**config.mk**
```make
export PLATFORM = sky130hd
export DESIGN_NAME = shared_sent_slot_options
export DESIGN_NICKNAME = d
export VERILOG_FILES = /design/src/sent_pulse_meter.v /design/src/shared_sent_slot_options.v
export VERILOG_INCLUDE_DIRS = /design/src
export SDC_FILE = /design/constraint.sdc
export NUM_CORES = 1
export LEC_CHECK = 0
export ABC_AREA = 0
export ABC_CLOCK_PERIOD_IN_PS = 5100
export BUFFER_PORTS_ARGS = -buffer_cell sky130_fd_sc_hd__clkbuf_2
export CAP_MARGIN = 30
export CORE_ASPECT_RATIO = 1.4
export CORE_MARGIN = 10
export CORE_UTILIZATION = 55
export CTS_CLUSTER_SIZE = 24
export DETAILED_ROUTE_END_ITERATION = 16
export PLACE_DENSITY_LB_ADDON = 0.05
export REMOVE_ABC_BUFFERS = 1
export SLEW_MARGIN = 20
export SYNTH_ARGS = -nofsm -noshare
export SYNTH_HDL_FRONTEND = slang
export SYNTH_HIERARCHICAL = 1
export SYNTH_SLANG_ARGS = --single-unit
```
**constraint.sdc**
```tcl
create_clock -name clock -period 5.1 [get_ports clock]
set_input_delay 0.255 -clock clock [delete_from_list [all_inputs] [get_ports clock]]
set_output_delay 0.255 -clock clock [all_outputs]
set_load 0.01 [all_outputs]
```
**src/sent_slot_defines.vh**
```
// constants for the shared sent slot option logic
`ifndef SENT_SLOT_DEFINES_VH
`define SENT_SLOT_DEFINES_VH

// register bus shape
`define ADDR_W 14
`define DATA_W 32
`define IDX_W 12

// register indices, byte address is four times the index
`define IDX_PULSE_CFG 12'h308
`define IDX_MARK_CFG 12'h317
`define IDX_SLOT_CFG 12'h319
`define IDX_VARIANT_CFG 12'h320
`define IDX_SLOT_STATUS 12'h321

// field positions in the pulse config register
`define POS_PULSE_ADJ_LO 18
`define POS_PULSE_ADJ_HI 19
`define POS_MAX_ID_LO 16
`define POS_MAX_ID_HI 17
// field positions in the mark config register
`define POS_SLOT_MARK 3
// field positions in the slot config register
`define POS_IDLE_RESYNC 23
`define POS_STAY_OFFLINE 19
`define POS_ZERO_SAMPLE 10
// field positions in the variant config register
`define POS_VARIANT_LO 0
`define POS_VARIANT_HI 2
`define POS_SENSOR_ID_LO 4
`define POS_SENSOR_ID_HI 5
// field positions in the status register
`define POS_ONLINE 0
`define POS_SLOT_LO 1
`define POS_SLOT_HI 2

// reset values of the configuration fields
`define RST_PULSE_ADJ 2'h0
`define RST_MAX_ID 2'h0
`define RST_SLOT_MARK 1'h0
`define RST_IDLE_RESYNC 1'h0
`define RST_STAY_OFFLINE 1'h0
`define RST_ZERO_SAMPLE 1'h0
`define RST_VARIANT 3'h0
`define RST_SENSOR_ID 2'h0

// sent variants that run the shared bus slot scheme
`define VARIANT_SHORT_SHARED 3'h6
`define VARIANT_LONG_SHARED 3'h7

// timing: tick period and clock period in ns
`define TICK_TIME_NS 3000
`define CLOCK_PERIOD_NS 8
`define TICK_CYCLES ((`TICK_TIME_NS + `CLOCK_PERIOD_NS - 1) / `CLOCK_PERIOD_NS)

// pulse classification in ticks
`define TICK_CNT_W 9
`define IDLE_LIMIT_TICKS 9'h1fe
`define OUT_MIN_TICKS 9'h009
`define OUT_MAX_TICKS 9'h015
`define SYNC_MIN_TICKS 9'h028
`define SYNC_MAX_TICKS 9'h040
`define MARK_UNIT_TICKS 9'h004

`endif

```
**src/sent_pulse_meter.v**
```verilog
// measures low pulses and idle time on the shared sent line in ticks
`timescale 1ns/1ps
`include "sent_slot_defines.vh"

module sent_pulse_meter #(
    parameter CNT_W = `TICK_CNT_W,
    parameter [CNT_W-1:0] IDLE_LIMIT = `IDLE_LIMIT_TICKS
) (
    input wire clock,
    input wire rst,
    input wire tick,
    input wire lineIn,
    output wire pulseDone,
    output wire [CNT_W-1:0] pulseWidth,
    output wire idleTimeout
);

    reg lineDly_reg;
    reg [CNT_W-1:0] lowCnt_reg;
    reg [CNT_W-1:0] highCnt_reg;
    reg pulseDone_reg;
    reg [CNT_W-1:0] pulseWidth_reg;
    reg idleTimeout_reg;

    wire riseEdge = lineIn & ~lineDly_reg;
    wire fallEdge = ~lineIn & lineDly_reg;
    wire [CNT_W-1:0] cntMax = {CNT_W{1'b1}};

    assign pulseDone = pulseDone_reg;
    assign pulseWidth = pulseWidth_reg;
    assign idleTimeout = idleTimeout_reg;

    // counters saturate so a stuck line never wraps into a valid width
    always @(posedge clock or posedge rst) begin
        if (rst) begin
            lineDly_reg <= 1'b1;
            lowCnt_reg <= {CNT_W{1'b0}};
            highCnt_reg <= {CNT_W{1'b0}};
            pulseDone_reg <= 1'b0;
            pulseWidth_reg <= {CNT_W{1'b0}};
            idleTimeout_reg <= 1'b0;
        end else begin
            lineDly_reg <= lineIn;
            pulseDone_reg <= riseEdge;
            idleTimeout_reg <= 1'b0;
            if (riseEdge) begin
                pulseWidth_reg <= lowCnt_reg;
            end
            if (fallEdge) begin
                lowCnt_reg <= {CNT_W{1'b0}};
            end else if (~lineIn && tick && lowCnt_reg != cntMax) begin
                lowCnt_reg <= lowCnt_reg + 1'b1;
            end
            // one event once the line has been idle beyond the limit
            if (~lineIn) begin
                highCnt_reg <= {CNT_W{1'b0}};
            end else if (tick && highCnt_reg != cntMax) begin
                highCnt_reg <= highCnt_reg + 1'b1;
                idleTimeout_reg <= (highCnt_reg == IDLE_LIMIT);
            end
        end
    end

endmodule

```
**src/shared_sent_slot_options.v**
```verilog
// shared sent slot options: offline start, slot marking, zero_slot_sampling
//
// Design decision made here: the address-and-strobe port.
`timescale 1ns/1ps
`include "sent_slot_defines.vh"

//////////////////////////////////////////////////////////////////////////////
module shared_sent_slot_options #(
    parameter TICK_CYCLES = `TICK_CYCLES,
    parameter CNT_W = `TICK_CNT_W,
    parameter [CNT_W-1:0] MARK_UNIT = `MARK_UNIT_TICKS,
    parameter [0:0] STAY_OFFLINE_DEFAULT = `RST_STAY_OFFLINE
) (
    input wire clock,
    input wire rst,
    input wire [`ADDR_W-1:0] addr,
    input wire [`DATA_W-1:0] writeData,
    input wire writeStrobe,
    input wire readStrobe,
    output wire [`DATA_W-1:0] readData,
    input wire lineIn,
    output wire lineOut,
    output wire lineOe,
    output wire frameRequest,
    output wire sampleHold,
    output wire online
);

    //////////////////////////////////////////////////////////////////////////
    // register decode

    // true when the byte address hits the word of a register index
    function isReg;
        input [`ADDR_W-1:0] a;
        input [`IDX_W-1:0] idx;
        begin
            isReg = (a == {idx, 2'b00});
        end
    endfunction

    reg [1:0] pulseAdj_reg;
    reg [1:0] maxId_reg;
    reg slotMark_reg;
    reg idleResync_reg;
    reg stayOffline_reg;
    reg zeroSample_reg;
    reg [2:0] variant_reg;
    reg [1:0] sensorId_reg;
    reg [`DATA_W-1:0] readData_reg;

    reg online_reg;
    reg porPending_reg;
    reg [1:0] slot_reg;
    reg [1:0] slot_next;
    reg frameRequest_reg;
    reg sampleHold_reg;
    reg lineOut_reg;
    reg lineOe_reg;

    assign readData = readData_reg;

    // configuration writes, one word per register
    always @(posedge clock or posedge rst) begin
        if (rst) begin
            pulseAdj_reg <= `RST_PULSE_ADJ;
            maxId_reg <= `RST_MAX_ID;
            slotMark_reg <= `RST_SLOT_MARK;
            idleResync_reg <= `RST_IDLE_RESYNC;
            stayOffline_reg <= STAY_OFFLINE_DEFAULT;
            zeroSample_reg <= `RST_ZERO_SAMPLE;
            variant_reg <= `RST_VARIANT;
            sensorId_reg <= `RST_SENSOR_ID;
        end else if (writeStrobe) begin
            if (isReg(addr, `IDX_PULSE_CFG)) begin
                pulseAdj_reg <=
                    writeData[`POS_PULSE_ADJ_HI:`POS_PULSE_ADJ_LO];
                maxId_reg <= writeData[`POS_MAX_ID_HI:`POS_MAX_ID_LO];
            end
            if (isReg(addr, `IDX_MARK_CFG)) begin
                slotMark_reg <= writeData[`POS_SLOT_MARK];
            end
            if (isReg(addr, `IDX_SLOT_CFG)) begin
                idleResync_reg <= writeData[`POS_IDLE_RESYNC];
                stayOffline_reg <= writeData[`POS_STAY_OFFLINE];
                zeroSample_reg <= writeData[`POS_ZERO_SAMPLE];
            end
            if (isReg(addr, `IDX_VARIANT_CFG)) begin
                variant_reg <= writeData[`POS_VARIANT_HI:`POS_VARIANT_LO];
                sensorId_reg <=
                    writeData[`POS_SENSOR_ID_HI:`POS_SENSOR_ID_LO];
            end
        end
    end

    // read data stand only in the cycle after the strobe, else zero
    always @(posedge clock or posedge rst) begin
        if (rst) begin
            readData_reg <= {`DATA_W{1'b0}};
        end else begin
            readData_reg <= {`DATA_W{1'b0}};
            if (readStrobe) begin
                if (isReg(addr, `IDX_PULSE_CFG)) begin
                    readData_reg[`POS_PULSE_ADJ_HI:`POS_PULSE_ADJ_LO] <=
                        pulseAdj_reg;
                    readData_reg[`POS_MAX_ID_HI:`POS_MAX_ID_LO] <=
                        maxId_reg;
                end
                if (isReg(addr, `IDX_MARK_CFG)) begin
                    readData_reg[`POS_SLOT_MARK] <= slotMark_reg;
                end
                if (isReg(addr, `IDX_SLOT_CFG)) begin
                    readData_reg[`POS_IDLE_RESYNC] <= idleResync_reg;
                    readData_reg[`POS_STAY_OFFLINE] <= stayOffline_reg;
                    readData_reg[`POS_ZERO_SAMPLE] <= zeroSample_reg;
                end
                if (isReg(addr, `IDX_VARIANT_CFG)) begin
                    readData_reg[`POS_VARIANT_HI:`POS_VARIANT_LO] <=
                        variant_reg;
                    readData_reg[`POS_SENSOR_ID_HI:`POS_SENSOR_ID_LO] <=
                        sensorId_reg;
                end
                if (isReg(addr, `IDX_SLOT_STATUS)) begin
                    readData_reg[`POS_ONLINE] <= online_reg;
                    readData_reg[`POS_SLOT_HI:`POS_SLOT_LO] <= slot_reg;
                end
            end
        end
    end

    //////////////////////////////////////////////////////////////////////////
    // tick generation and line measurement

    reg [15:0] tickCnt_reg;
    reg tick_reg;

    // free running tick divider from the system clock
    // it never pauses, so every width and mark count shares one time base
    always @(posedge clock or posedge rst) begin
        if (rst) begin
            tickCnt_reg <= 16'h0000;
            tick_reg <= 1'b0;
        end else if (tickCnt_reg == TICK_CYCLES[15:0] - 16'h0001) begin
            tickCnt_reg <= 16'h0000;
            tick_reg <= 1'b1;
        end else begin
            tickCnt_reg <= tickCnt_reg + 16'h0001;
            tick_reg <= 1'b0;
        end
    end

    wire pulseDone;
    wire [CNT_W-1:0] pulseWidth;
    wire idleTimeout;

    // the meter sees the raw pin; inputs are synchronous to this clock
    sent_pulse_meter #(
        .CNT_W(CNT_W),
        .IDLE_LIMIT(`IDLE_LIMIT_TICKS)
    ) meter (
        .clock(clock),
        .rst(rst),
        .tick(tick_reg),
        .lineIn(lineIn),
        .pulseDone(pulseDone),
        .pulseWidth(pulseWidth),
        .idleTimeout(idleTimeout)
    );

    //////////////////////////////////////////////////////////////////////////
    // pulse classification

    wire sharedMode = (variant_reg == `VARIANT_SHORT_SHARED) ||
        (variant_reg == `VARIANT_LONG_SHARED);
    wire longShared = (variant_reg == `VARIANT_LONG_SHARED);

    // widening only in long shared mode; it guards short tick times
    wire [CNT_W-1:0] outMin = `OUT_MIN_TICKS +
        (longShared ? {{(CNT_W-2){1'b0}}, pulseAdj_reg} : {CNT_W{1'b0}});
    wire outPulse = pulseDone && (pulseWidth >= outMin) &&
        (pulseWidth <= `OUT_MAX_TICKS);
    wire syncPulse = pulseDone && (pulseWidth >= `SYNC_MIN_TICKS) &&
        (pulseWidth <= `SYNC_MAX_TICKS);
    wire idleSync = idleTimeout && idleResync_reg && sharedMode;
    wire syncEvent = sharedMode && (syncPulse || idleSync);

    //////////////////////////////////////////////////////////////////////////
    // slot counter

    // next slot: sync forces zero, an output request steps up and wraps to zero after max id
    always @* begin
        slot_next = slot_reg;
        if (syncEvent) begin
            slot_next = 2'h0;
        end else if (outPulse && sharedMode) begin
            slot_next = (slot_reg == maxId_reg) ? 2'h0 : slot_reg + 2'h1;
        end
    end

    // slot zero is reached by a wrap through an output request or a sync
    wire slotToZero = sharedMode && (syncEvent ||
        (outPulse && slot_reg != 2'h0 && slot_next == 2'h0));
    // outside the shared variants every valid output request is ours
    wire addressed = outPulse && (!sharedMode || slot_next == sensorId_reg);

    always @(posedge clock or posedge rst) begin
        if (rst) begin
            slot_reg <= 2'h0;
        end else begin
            slot_reg <= slot_next;
        end
    end

    //////////////////////////////////////////////////////////////////////////
    // online state

    // the power-on decision is taken outside the asynchronous reset, at
    // the first clock in a shared variant after reset release; the
    // variant resets to a plain one, so deciding at release would never
    // see the stay-offline option; plain variants are always online
    // limitation: later writes never repeat the decision, only a reset does
    always @(posedge clock or posedge rst) begin
        if (rst) begin
            online_reg <= 1'b0;
            porPending_reg <= 1'b1;
        end else begin
            if (porPending_reg && sharedMode) begin
                porPending_reg <= 1'b0;
                online_reg <= !stayOffline_reg || syncEvent;
            end else if (!sharedMode) begin
                online_reg <= 1'b1;
            end else if (syncEvent) begin
                online_reg <= 1'b1;
            end
        end
    end

    assign online = online_reg;

    //////////////////////////////////////////////////////////////////////////
    // frame request, sampling and slot marking

    // one mark unit per id step, so id 0 has the shortest mark
    reg [CNT_W-1:0] markCnt_reg;
    wire [CNT_W-1:0] markLen =
        MARK_UNIT * ({{(CNT_W-2){1'b0}}, sensorId_reg} + 1'b1);
    // frames go out while online or, once decided, in a plain variant; a plain variant is online from the
    // first clock after reset, and a shared one can send in its decision cycle on the online state of the plain phase
    wire canSend = online_reg || porPending_reg == 1'b0 && !sharedMode;

    // frames are encoded elsewhere; this only says when our slot is due
    always @(posedge clock or posedge rst) begin
        if (rst) begin
            frameRequest_reg <= 1'b0;
            sampleHold_reg <= 1'b0;
        end else begin
            frameRequest_reg <= addressed && canSend;
            sampleHold_reg <= slotToZero && zeroSample_reg;
        end
    end

    // bus-high delay after our addressing pulse, length grows with id
    always @(posedge clock or posedge rst) begin
        if (rst) begin
            markCnt_reg <= {CNT_W{1'b0}};
            lineOut_reg <= 1'b0;
            lineOe_reg <= 1'b0;
        end else begin
            if (addressed && sharedMode && slotMark_reg && online_reg) begin
                markCnt_reg <= markLen;
                lineOut_reg <= 1'b1;
                lineOe_reg <= 1'b1;
            end else if (markCnt_reg != {CNT_W{1'b0}}) begin
                if (tick_reg) begin
                    markCnt_reg <= markCnt_reg - 1'b1;
                end
                // leaving shared mode or going offline cuts the mark short
                if (!sharedMode || !online_reg) begin
                    markCnt_reg <= {CNT_W{1'b0}};
                end
            end else begin
                lineOut_reg <= 1'b0;
                lineOe_reg <= 1'b0;
            end
        end
    end

    assign frameRequest = frameRequest_reg;
    assign sampleHold = sampleHold_reg;
    assign lineOut = lineOut_reg;
    assign lineOe = lineOe_reg;

endmodule

```
==> results of run 1 <==
==> worst paths after layout <==
path                                            start                          endpoint  slack [ps]  cells past startpoint
hold / removal                                 lineIn       meter/lineDly_reg$_DFF_PP1_          40                      1
max in group asynchronous                         rst            readData[16]$_DFF_PP0_        4000                      4
hold reg to reg              tickCnt_reg[9]$_DFF_PP0_          tickCnt_reg[9]$_DFF_PP0_         500                      1
min in group asynchronous                         rst  meter/highCnt_reg[1]$_DFFE_PP0P_         530                      3
setup reg to reg           variant_reg[1]$_DFFE_PP0P_        markCnt_reg[3]$_DFFE_PP0P_        1280                     11
setup / recovery           variant_reg[1]$_DFFE_PP0P_        markCnt_reg[3]$_DFFE_PP0P_        1280                     11
==> per-stage QoR <==
step | hold WS, ps | worst slack [ps] | std cells | power [mW] | instance area, sq um
finish | 41.98 | 1283 | 581 | 1.235 | 4890
global route | 41.68 | 998.6 | 581 | 1.285 | 4890
CTS | 22.73 | 1224 | 581 | 1.253 | 4890
detailed placement | 376.3 | 1249 | 564 | 0.7600 | 4673
global placement | 418.7 | 1319 | 564 | 0.7596 | 4673
floorplan | 259.5 | 1604 | 416 | 0.7382 | 4305
==> power by group <==
group          internal (mW)  total (mW)  switching, mW
Combinational         0.0138      0.0472         0.0334
Sequential             0.698       0.699       0.000656
Clock                  0.251       0.489          0.237
==> per-layer routing <==
metal  up-vias  track usage [%]  wire length [um]
li1       1563                -                 -
met1      1528            16.65              3486
met2        59            25.14              4506
met3        14            3.567               458
met4         0            6.179               161
met5         -                0                 0
==> kinds of logic after synthesis <==
family | Yosys count | synth area share, %
other | 1 | 0.08486
buffers and inverters | 47 | 5.804
multiplexers | 29 | 7.361
AND/OR/NAND/NOR | 171 | 20.90
XOR/XNOR | 19 | 3.766
flip-flops | 88 | 49.89
AO/OA/AOI/OAI | 56 | 8.239
adder cells (fa/ha/maj) | 14 | 3.964
==> area by class of cell <==
class                      instances  area [sq um]  area share, %
multi-input combinational        309          2029          41.50
tap                              100         125.1          2.559
timing repair buffer              49         252.7          5.169
clock buffer                      11         151.4          3.096
clock inverter                     5         55.05          1.126
inverter                          19         71.32          1.459
sequential                        88          2205          45.09
==> cells in the mapped netlist, types with 12 or more instances <==
cell     instances
nor3_1          14
and3_1          13
dfrtp_1         86
a21oi_1         19
nand2_1         30
buf_4           21
nor2_1          38
o21ai_0         17
nand3_1         16
xnor2_1         12
ha_1            14
inv_1           18
mux2_2          20
==> critical path, cell delays in order (launching register included) <==
cell and delay (ps):
dfrtp_1 410, and2_1 270, and3_1 230, ha_1 270, inv_1 40, ha_1 260, a31oi_1 130, or3_1 380
or4b_4 570, a21o_1 240, a221oi_4 580, mux2_4 350
==> metrics.yaml, run 1 <==
hold_path:
  hold_class: "input pin to register"
sta:
  fmax_mhz: 262.0
  maxSlewViolCount: 0
  hold_violations: 0
  grt_setup_unrepaired: "no"
  fin_crit_sh_pct: 74.85
  slew_headroom_pct: 54.35
  fin_tns_setup_ps: 0
  setup_violations: 0
  fin_crit_ps: 3817
  skew_ps: 6.842
  tightest_slew_ps: 675.2
detailed_routing:
  via_per_inst: 5.446
  wl_per_cell_um: 14.82
  drt_iter0_drc: 123
  ant_nets: 0
  vias: 3164
  routed_wl_mm: 8.613
  drt-pass1-iter-count: 4
  drc: 0
cts:
  cts_buffers: 9
  clockBufferDepth: 2
  cts_setup_buffers: 0
  htree_levels: 3
  cts_resized: 0
  cts-root-buf: "clkbuf_8"
  hold_buffers: 1
  clkTransAtPathRegs_ps: 80
  cts_sinks: 88
  clkLatencyLatePin_ps: 350
  cts_tree: "yes"
floorplan:
  io_pins: 88
  die_w_um: 95.76
  die_y_um: 126.1
  core_area_sq_um: 7797
  start_util_pct: 56.68
  die_area_sq_um: 12070
  std_cell_rows: 38
critical_path:
  cp.required_ps: 5350
  endpoint_kind: "register"
  cp_max_fo: 10
  cp-start-kind: "register"
  path_class: "register to register"
  cp.arrival_ps: 4060
synth:
  avgSynthCellArea_sq_um: 10.40
  async_reset_ff_share_pct: 100.0
  yosysWarnings: 6
  syn_inst: 425
  yosys_register_bits: 88
  ys_types: 52
  synth_area_leaders: "dfrtp_1 (49%), mux2_2 (5.1%), ha_1 (4.0%)"
  yosysTopAreaCell: "dfrtp_1"
  synthFlopType: "dfrtp_1"
  syn_area_sq_um: 4419
  synth_top_area_share_pct: 48.70
  ys_seq_area_share_pct: 49.89
  synth-edff-count: 0
power_and_ir_drop:
  cellLeakagePower_nw: 2.367
  peakVddDrop_uv: 169.1
  power.density_nw_per_um2: 252.5
global_routing:
  antenna_found_initial: 0
  grt.total_usage_pct: 14.65
  grt_max_degree: 59
  grt_pass1_vias: 3093
  grt_first_pass_wirelength_mm: 14.36
  overflow: 0
placement:
  port_buffers: 47
  gp_congestion: 0.7759
  place_hpwl_mm: 6.635
layout:
  num_antenna_cells: 0
  syn_to_final_growth_pct: 10.65
  final_util_pct: 62.71
  nNetsFinal: 541
  drive_gt1_share_pct: 20.58
  final_common_cell: "dfrtp_1"
  fillers: 647
  largest_reg_flops: 16
  mostFrequentLayoutCells: "dfrtp_1 (86), clkbuf_2 (47), nor2_1 (38)"
status:
  outcome: "complete, no violations"
job:
  cap_viol_max_count: 0
Power figures use the tool's default switching activity.
==> run 2: changes to the inputs <==
--- a/config.mk
+++ b/config.mk
@@ -6,13 +6,13 @@
 export SDC_FILE = /design/constraint.sdc
 export NUM_CORES = 1
 export LEC_CHECK = 0
-export ABC_AREA = 0
-export ABC_CLOCK_PERIOD_IN_PS = 5100
+export ABC_AREA = 1
+export ABC_CLOCK_PERIOD_IN_PS = 4000
 export BUFFER_PORTS_ARGS = -buffer_cell sky130_fd_sc_hd__clkbuf_2
 export CAP_MARGIN = 30
 export CORE_ASPECT_RATIO = 1.4
 export CORE_MARGIN = 10
-export CORE_UTILIZATION = 55
+export CORE_UTILIZATION = 56
 export CTS_CLUSTER_SIZE = 24
 export DETAILED_ROUTE_END_ITERATION = 16
 export PLACE_DENSITY_LB_ADDON = 0.05
==> constraint.sdc (replaced) <==
create_clock -name clock -period 4 [get_ports clock]
set_input_delay 0.2 -clock clock [delete_from_list [all_inputs] [get_ports clock]]
set_output_delay 0.2 -clock clock [all_outputs]
set_load 0.01 [all_outputs]
==> metrics.yaml, run 2 <==
critical_path:
  cp.arrival_ps: 2830
  r2r-end: "markCnt_reg[3]$_DFFE_PP0P_"
  cp_max_fo: 13
  cp.required_ps: 4280
  r2r_slack_ps: 1450
  path_class: "register to register"
  reg2reg_depth: 21
  crit-reg2reg-launch: "variant_reg[1]$_DFFE_PP0P_"
  cp-start-kind: "register"
  endpoint_kind: "register"
cts:
  cts_buffers: 9
  cts-root-buf: "clkbuf_16"
  clockBufferDepth: 2
  cts_tree: "yes"
  htree_levels: 3
  cts_sinks: 88
  clkTransAtPathRegs_ps: 60
  clkLatencyLatePin_ps: 340
hold_path:
  hold_path_end: "slotMark_reg$_DFFE_PP0P_"
  hold_class: "input pin to register"
  worst_hold_startpoint: "writeData[3]"
  hold_path_depth: 2
power_and_ir_drop:
  power.density_nw_per_um2: 336.7
  cellLeakagePower_nw: 2.827
  peakVddDrop_uv: 217.5
synth:
  synth_area_leaders: "dfrtp_1 (45%), nand2_1 (8.5%), inv_1 (7.5%)"
  synth-edff-count: 0
  syn_area_sq_um: 4836
  yosys_register_bits: 88
  ys_seq_area_share_pct: 45.59
  avgSynthCellArea_sq_um: 8.367
  yosysWarnings: 6
  synth_top_area_share_pct: 44.50
  yosysTopAreaCell: "dfrtp_1"
  synth_common_cells: "nand2_1 (110), inv_1 (97), dfrtp_1 (86), nor2_1 (52), nand3_1 (35)"
  syn_inst: 578
  yosysMostFrequentCell: "nand2_1"
  ys_types: 44
  synthFlopType: "dfrtp_1"
  async_reset_ff_share_pct: 100.0
detailed_routing:
  vias: 3747
  routed_wl_mm: 9.521
  top_layer: "met4"
  drt_iter0_drc: 141
  ant_nets: 0
  met2_wirelength_mm: 5.067
  wl_met1_mm: 3.903
  wl_per_cell_um: 12.81
  drt-pass1-iter-count: 5
  drc: 0
  via_per_inst: 5.043
  dr_wl_met3_um: 366
sta:
  slew_headroom_pct: 50.87
  worst_slack_ps: 1447
  fin_crit_ps: 2553
  setup_violations: 0
  maxSlewViolCount: 0
  grt_setup_unrepaired: "no"
  fin_tns_setup_ps: 0
  hold_violations: 0
  skew_ps: 3.785
  fin_crit_sh_pct: 63.82
  tightest_slew_ps: 737.0
  fmax_mhz: 391.7
placement:
  place_ws_ps: 1428
  port_buffers: 47
  place_hpwl_mm: 7.330
  gp_congestion: 0.8357
global_routing:
  grt_pass1_vias: 3771
  grt.total_usage_pct: 15.48
  overflow: 0
  antenna_found_initial: 0
  grt_max_degree: 59
  grt_first_pass_wirelength_mm: 16.69
status:
  outcome: "complete, no violations"
floorplan:
  die_area_sq_um: 12810
  die_y_um: 130.0
  die_w_um: 98.54
  core_area_sq_um: 8508
  io_pins: 88
  start_util_pct: 56.84
  std_cell_rows: 40
job:
  cap_viol_max_count: 0
layout:
  syn_to_final_growth_pct: 12.16
  num_antenna_cells: 0
  drive_gt1_share_pct: 18.50
  largest_reg_flops: 16
  nNetsFinal: 698
  final_common_cell: "nand2_1"
  mostFrequentLayoutCells: "nand2_1 (110), inv_1 (95), dfrtp_1 (86)"
## run 2: cell count changes in the layout (fill, tap and decap cells not counted), moves of 9 or more
cell	previous run	this run
o21ai_2	0	9
nor3_1	14	25
nand3_1	16	35
inv_1	16	95
mux2_2	20	8
nand2_1	30	110
and3_1	13	1
clkbuf_16	0	9
nor2_1	38	52
## run 2: how the worst max path moves through the flow
stage / endpoint / startpoint / cells past startpoint
5_1_grt: markCnt_reg[2]$_DFFE_PP0P_ / variant_reg[2]$_DFFE_PP0P_ / 21
6_report: markCnt_reg[3]$_DFFE_PP0P_ / variant_reg[1]$_DFFE_PP0P_ / 21
3_5_place_dp: markCnt_reg[2]$_DFFE_PP0P_ / variant_reg[1]$_DFFE_PP0P_ / 21
3_3_place_gp: markCnt_reg[4]$_DFFE_PP0P_ / variant_reg[1]$_DFFE_PP0P_ / 20
4_1_cts: markCnt_reg[2]$_DFFE_PP0P_ / variant_reg[1]$_DFFE_PP0P_ / 21
2_1_floorplan: markCnt_reg[2]$_DFFE_PP0P_ / variant_reg[1]$_DFFE_PP0P_ / 20
## run 2: routing by layer
layer	up-vias	GRT usage, %
li1	1915	-
met1	1757	16.91
met2	60	28.02
met3	15	3.386
met4	0	6.932
met5	-	0
## run 2: kinds of logic (layout without fill, tap and decap cells)
group | Yosys count | count (layout) | share of synthesized area (%)
buffers and inverters | 126 | 167 | 11.75
XOR/XNOR | 14 | 14 | 2.535
AO/OA/AOI/OAI | 52 | 52 | 6.676
AND/OR/NAND/NOR | 275 | 275 | 27.89
multiplexers | 8 | 8 | 1.863
adder cells (fa/ha/maj) | 14 | 14 | 3.622
flip-flops | 88 | 88 | 45.59
other | 1 | 20 | 0.07755
## run 2: what timing repair did
| action | 4_1_cts | 5_1_grt |
|---|---|---|
| resized for setup | 0 | 0 |
| endpoints found under the hold margin | 29 | 0 |
| setup buffers | 0 | 0 |
| hold buffers | 1 | 0 |
## run 2: cell type report
cell class / instances / area [sq um]
fillers: 759 / 3084
flip-flops and latches: 88 / 2205
well taps: 105 / 131.4
multi-input cells: 383 / 2135
clock buffers: 12 / 266.5
inverters: 102 / 382.9
clock inverters: 4 / 51.30
repair buffers: 49 / 252.7
## run 2: critical path: stages (launching register included)
cell	delay, ps
dfrtp_1	410
nand3_1	130
nor2_1	70
ha_1	270
inv_1	40
ha_1	260
nand2_1	50
inv_1	40
nand2_1	50
nand2_2	100
nand2_4	70
nor2_8	140
nand3_1	100
nand3_2	120
nand2_2	50
nand2_1	50
nand2_1	60
nand2_2	110
nand3_4	180
nand2_1	110
nand2_1	50
nand2_1	50
## run 2: stage by stage
step                util [%]  cells  power (mW)  hold slack, ps  area, sq um
CTS                    63.75    743       1.845           82.66         5424
finish                 63.75    743       1.826           91.98         5424
global route           63.75    743       1.887           98.85         5424
global placement       59.90    726      0.9722           433.9         5096
detailed placement     59.90    726      0.9734           333.7         5096
floorplan                  -    573      0.9455           204.5         4722
## run 2: report_power, final
group	switching, mW	leakage [nW]	internal, mW
clock	0.335	0.155	0.535
combinational	0.0483	1.49	0.0163
sequential	0.000843	1.19	0.892
total	0.384	2.83	1.44
==> run 3: changes to the inputs <==
--- a/config.mk
+++ b/config.mk
@@ -6,13 +6,13 @@
 export SDC_FILE = /design/constraint.sdc
 export NUM_CORES = 1
 export LEC_CHECK = 0
-export ABC_AREA = 1
-export ABC_CLOCK_PERIOD_IN_PS = 4000
+export ABC_AREA = 0
+export ABC_CLOCK_PERIOD_IN_PS = 2300
 export BUFFER_PORTS_ARGS = -buffer_cell sky130_fd_sc_hd__clkbuf_2
 export CAP_MARGIN = 30
 export CORE_ASPECT_RATIO = 1.4
 export CORE_MARGIN = 10
-export CORE_UTILIZATION = 56
+export CORE_UTILIZATION = 50
 export CTS_CLUSTER_SIZE = 24
 export DETAILED_ROUTE_END_ITERATION = 16
 export PLACE_DENSITY_LB_ADDON = 0.05
==> constraint.sdc (replaced) <==
create_clock -name clock -period 2.3 [get_ports clock]
set_input_delay 0.115 -clock clock [delete_from_list [all_inputs] [get_ports clock]]
set_output_delay 0.115 -clock clock [all_outputs]
set_load 0.01 [all_outputs]
==> metrics.yaml, run 3 (same netlist as run 1, synthesis figures left out) <==
critical_path:
  path_class: "register to register"
  r2r_slack_ps: -930
  cp.arrival_ps: 3460
  crit-reg2reg-launch: "variant_reg[2]$_DFFE_PP0P_"
  endpoint_kind: "register"
  reg2reg_depth: 15
  cp-start-kind: "register"
  cp_max_fo: 7
  r2r-end: "lineOe$_DFFE_PP0P_"
  cp.required_ps: 2530
hold_path:
  hold_class: "input pin to register"
  hold_path_end: "sensorId_reg[0]$_DFFE_PP0P_"
  worst_hold_startpoint: "writeData[4]"
  hold_path_depth: 3
cts:
  htree_levels: 3
  cts_sinks: 88
  clkLatencyLatePin_ps: 340
  cts-root-buf: "clkbuf_16"
  cts_tree: "yes"
  clkTransAtPathRegs_ps: 60
  clockBufferDepth: 2
  cts_buffers: 9
layout:
  drive_gt1_share_pct: 29.31
  fillers: 707
  final_util_pct: 63.17
  num_antenna_cells: 0
  nNetsFinal: 582
  ff_latch_area_sq_um: 2205
  final_common_cell: "dfrtp_1"
  multi_input_area_sq_um: 2151
  syn_to_final_growth_pct: 23.05
  stdcell_count: 627
  largest_reg_flops: 16
  mostFrequentLayoutCells: "dfrtp_1 (86), clkbuf_2 (47), nor2_1 (37), buf_4 (37), nand2_1 (29)"
detailed_routing:
  top_layer: "met4"
  drc: 0
  dr_wl_met3_um: 371
  ant_nets: 0
  routed_wl_mm: 9.635
  drt-pass1-iter-count: 4
  wl_met1_mm: 3.809
  vias: 3366
  wl_per_cell_um: 15.37
  via_per_inst: 5.368
  met2_wirelength_mm: 5.202
  drt_iter0_drc: 114
floorplan:
  io_pins: 88
  core_area_sq_um: 8608
  std_cell_rows: 40
  die_y_um: 131.2
  die_w_um: 99.46
  start_util_pct: 51.34
  die_area_sq_um: 13050
sta:
  maxSlewViolCount: 0
  holdWs_ps: 3.128
  setup_violations: 14
  worst_slack_ps: -931.8
  grt_setup_unrepaired: "yes"
  slew_headroom_pct: 61.85
  fin_crit_sh_pct: 140.5
  hold_violations: 0
  tightest_slew_ps: 564.4
  fin_crit_ps: 3232
  skew_ps: 3.299
  fmax_mhz: 309.4
global_routing:
  grt_first_pass_wirelength_mm: 16.63
  grt.total_usage_pct: 15.38
  grt_max_degree: 25
  antenna_found_initial: 0
  grt_pass1_vias: 3624
  overflow: 0
status:
  violations: "setup timing"
  outcome: "finished with violations"
placement:
  port_buffers: 47
  gp_congestion: 0.8408
  place_ws_ps: -1104
  dp_cells: 601
  place_hpwl_mm: 7.252
power_and_ir_drop:
  power.density_nw_per_um2: 574.9
  peakVddDrop_uv: 438.3
  cellLeakagePower_nw: 2.619
  total_power_mw: 3.126
job:
  cap_viol_max_count: 0
## run 3: changes by cell type in the layout (fill, tap and decap cells not counted), sizes merged, moves of 7 or more
cell and delta:
o21ai -12, mux2i +7, nor3 -12, buf +39
and3 +12, nand2b +8, nand3 -28, xnor2 +8
inv -84, or3 +8, nand2 -88, mux2 +14
nor2 -20
## run 3: worst max path at each step
stage / slack (ps) / startpoint / endpoint
finish: -930 / variant_reg[2]$_DFFE_PP0P_ / lineOe$_DFFE_PP0P_
CTS: -980 / variant_reg[2]$_DFFE_PP0P_ / markCnt_reg[4]$_DFFE_PP0P_
detailed placement: -1100 / variant_reg[1]$_DFFE_PP0P_ / markCnt_reg[0]$_DFFE_PP0P_
floorplan: -1200 / variant_reg[1]$_DFFE_PP0P_ / markCnt_reg[3]$_DFFE_PP0P_
global placement: -1040 / variant_reg[1]$_DFFE_PP0P_ / markCnt_reg[0]$_DFFE_PP0P_
global route: -1070 / variant_reg[1]$_DFFE_PP0P_ / markCnt_reg[2]$_DFFE_PP0P_
## run 3: repair_timing
item / CTS / global route
setup endpoints to repair: 14 / 15
hold endpoints to repair: 28 / 0
hold buffers: 3 / 0
pin swaps: 17 / 5
gates resized for setup: 21 / 6
setup buffers: 3 / 4
## run 3: cell type report
cell class | count | share of cell area (%)
Clock buffer | 13 | 4.786
Clock inverter | 3 | 0.7363
Sequential cell | 88 | 40.54
Inverter | 19 | 1.358
Tap cell | 105 | 2.416
Timing Repair Buffer | 90 | 10.61
Multi-Input combinational cell | 309 | 39.55
## run 3: routing by layer
layer	vias up	GRT usage, %
met5	-	0
met2	56	28.15
li1	1645	-
met1	1643	16.04
met4	0	7.348
met3	22	3.095
## run 3: metrics by stage
step / TNS, ps / instance area (sq um)
6_report: -10290 / 5438
5_1_grt: -12070 / 5438
4_1_cts: -10740 / 5379
3_5_place_dp: -12270 / 4920
3_3_place_gp: -11340 / 4920
2_1_floorplan: -11500 / 4305
## run 3: power by group
| group | switching [mW] | internal (mW) | leakage [nW] |
|---|---|---|---|
| Combinational | 0.0775 | 0.0350 | 1.28 |
| Sequential | 0.00168 | 1.55 | 1.19 |
| Clock | 0.564 | 0.897 | 0.150 |
## run 3: worst max-delay path, cell delays in order, from the launching register on
cell and delay (ps):
dfrtp_1 370, and2_4 180, and3_4 150, ha_4 260, inv_2 40, ha_4 260, a31oi_4 80, or3_4 340
or4b_4 490, buf_4 150, buf_6 110, nand3_1 140, a221oi_4 110, buf_6 180, buf_6 110, a21o_1 140
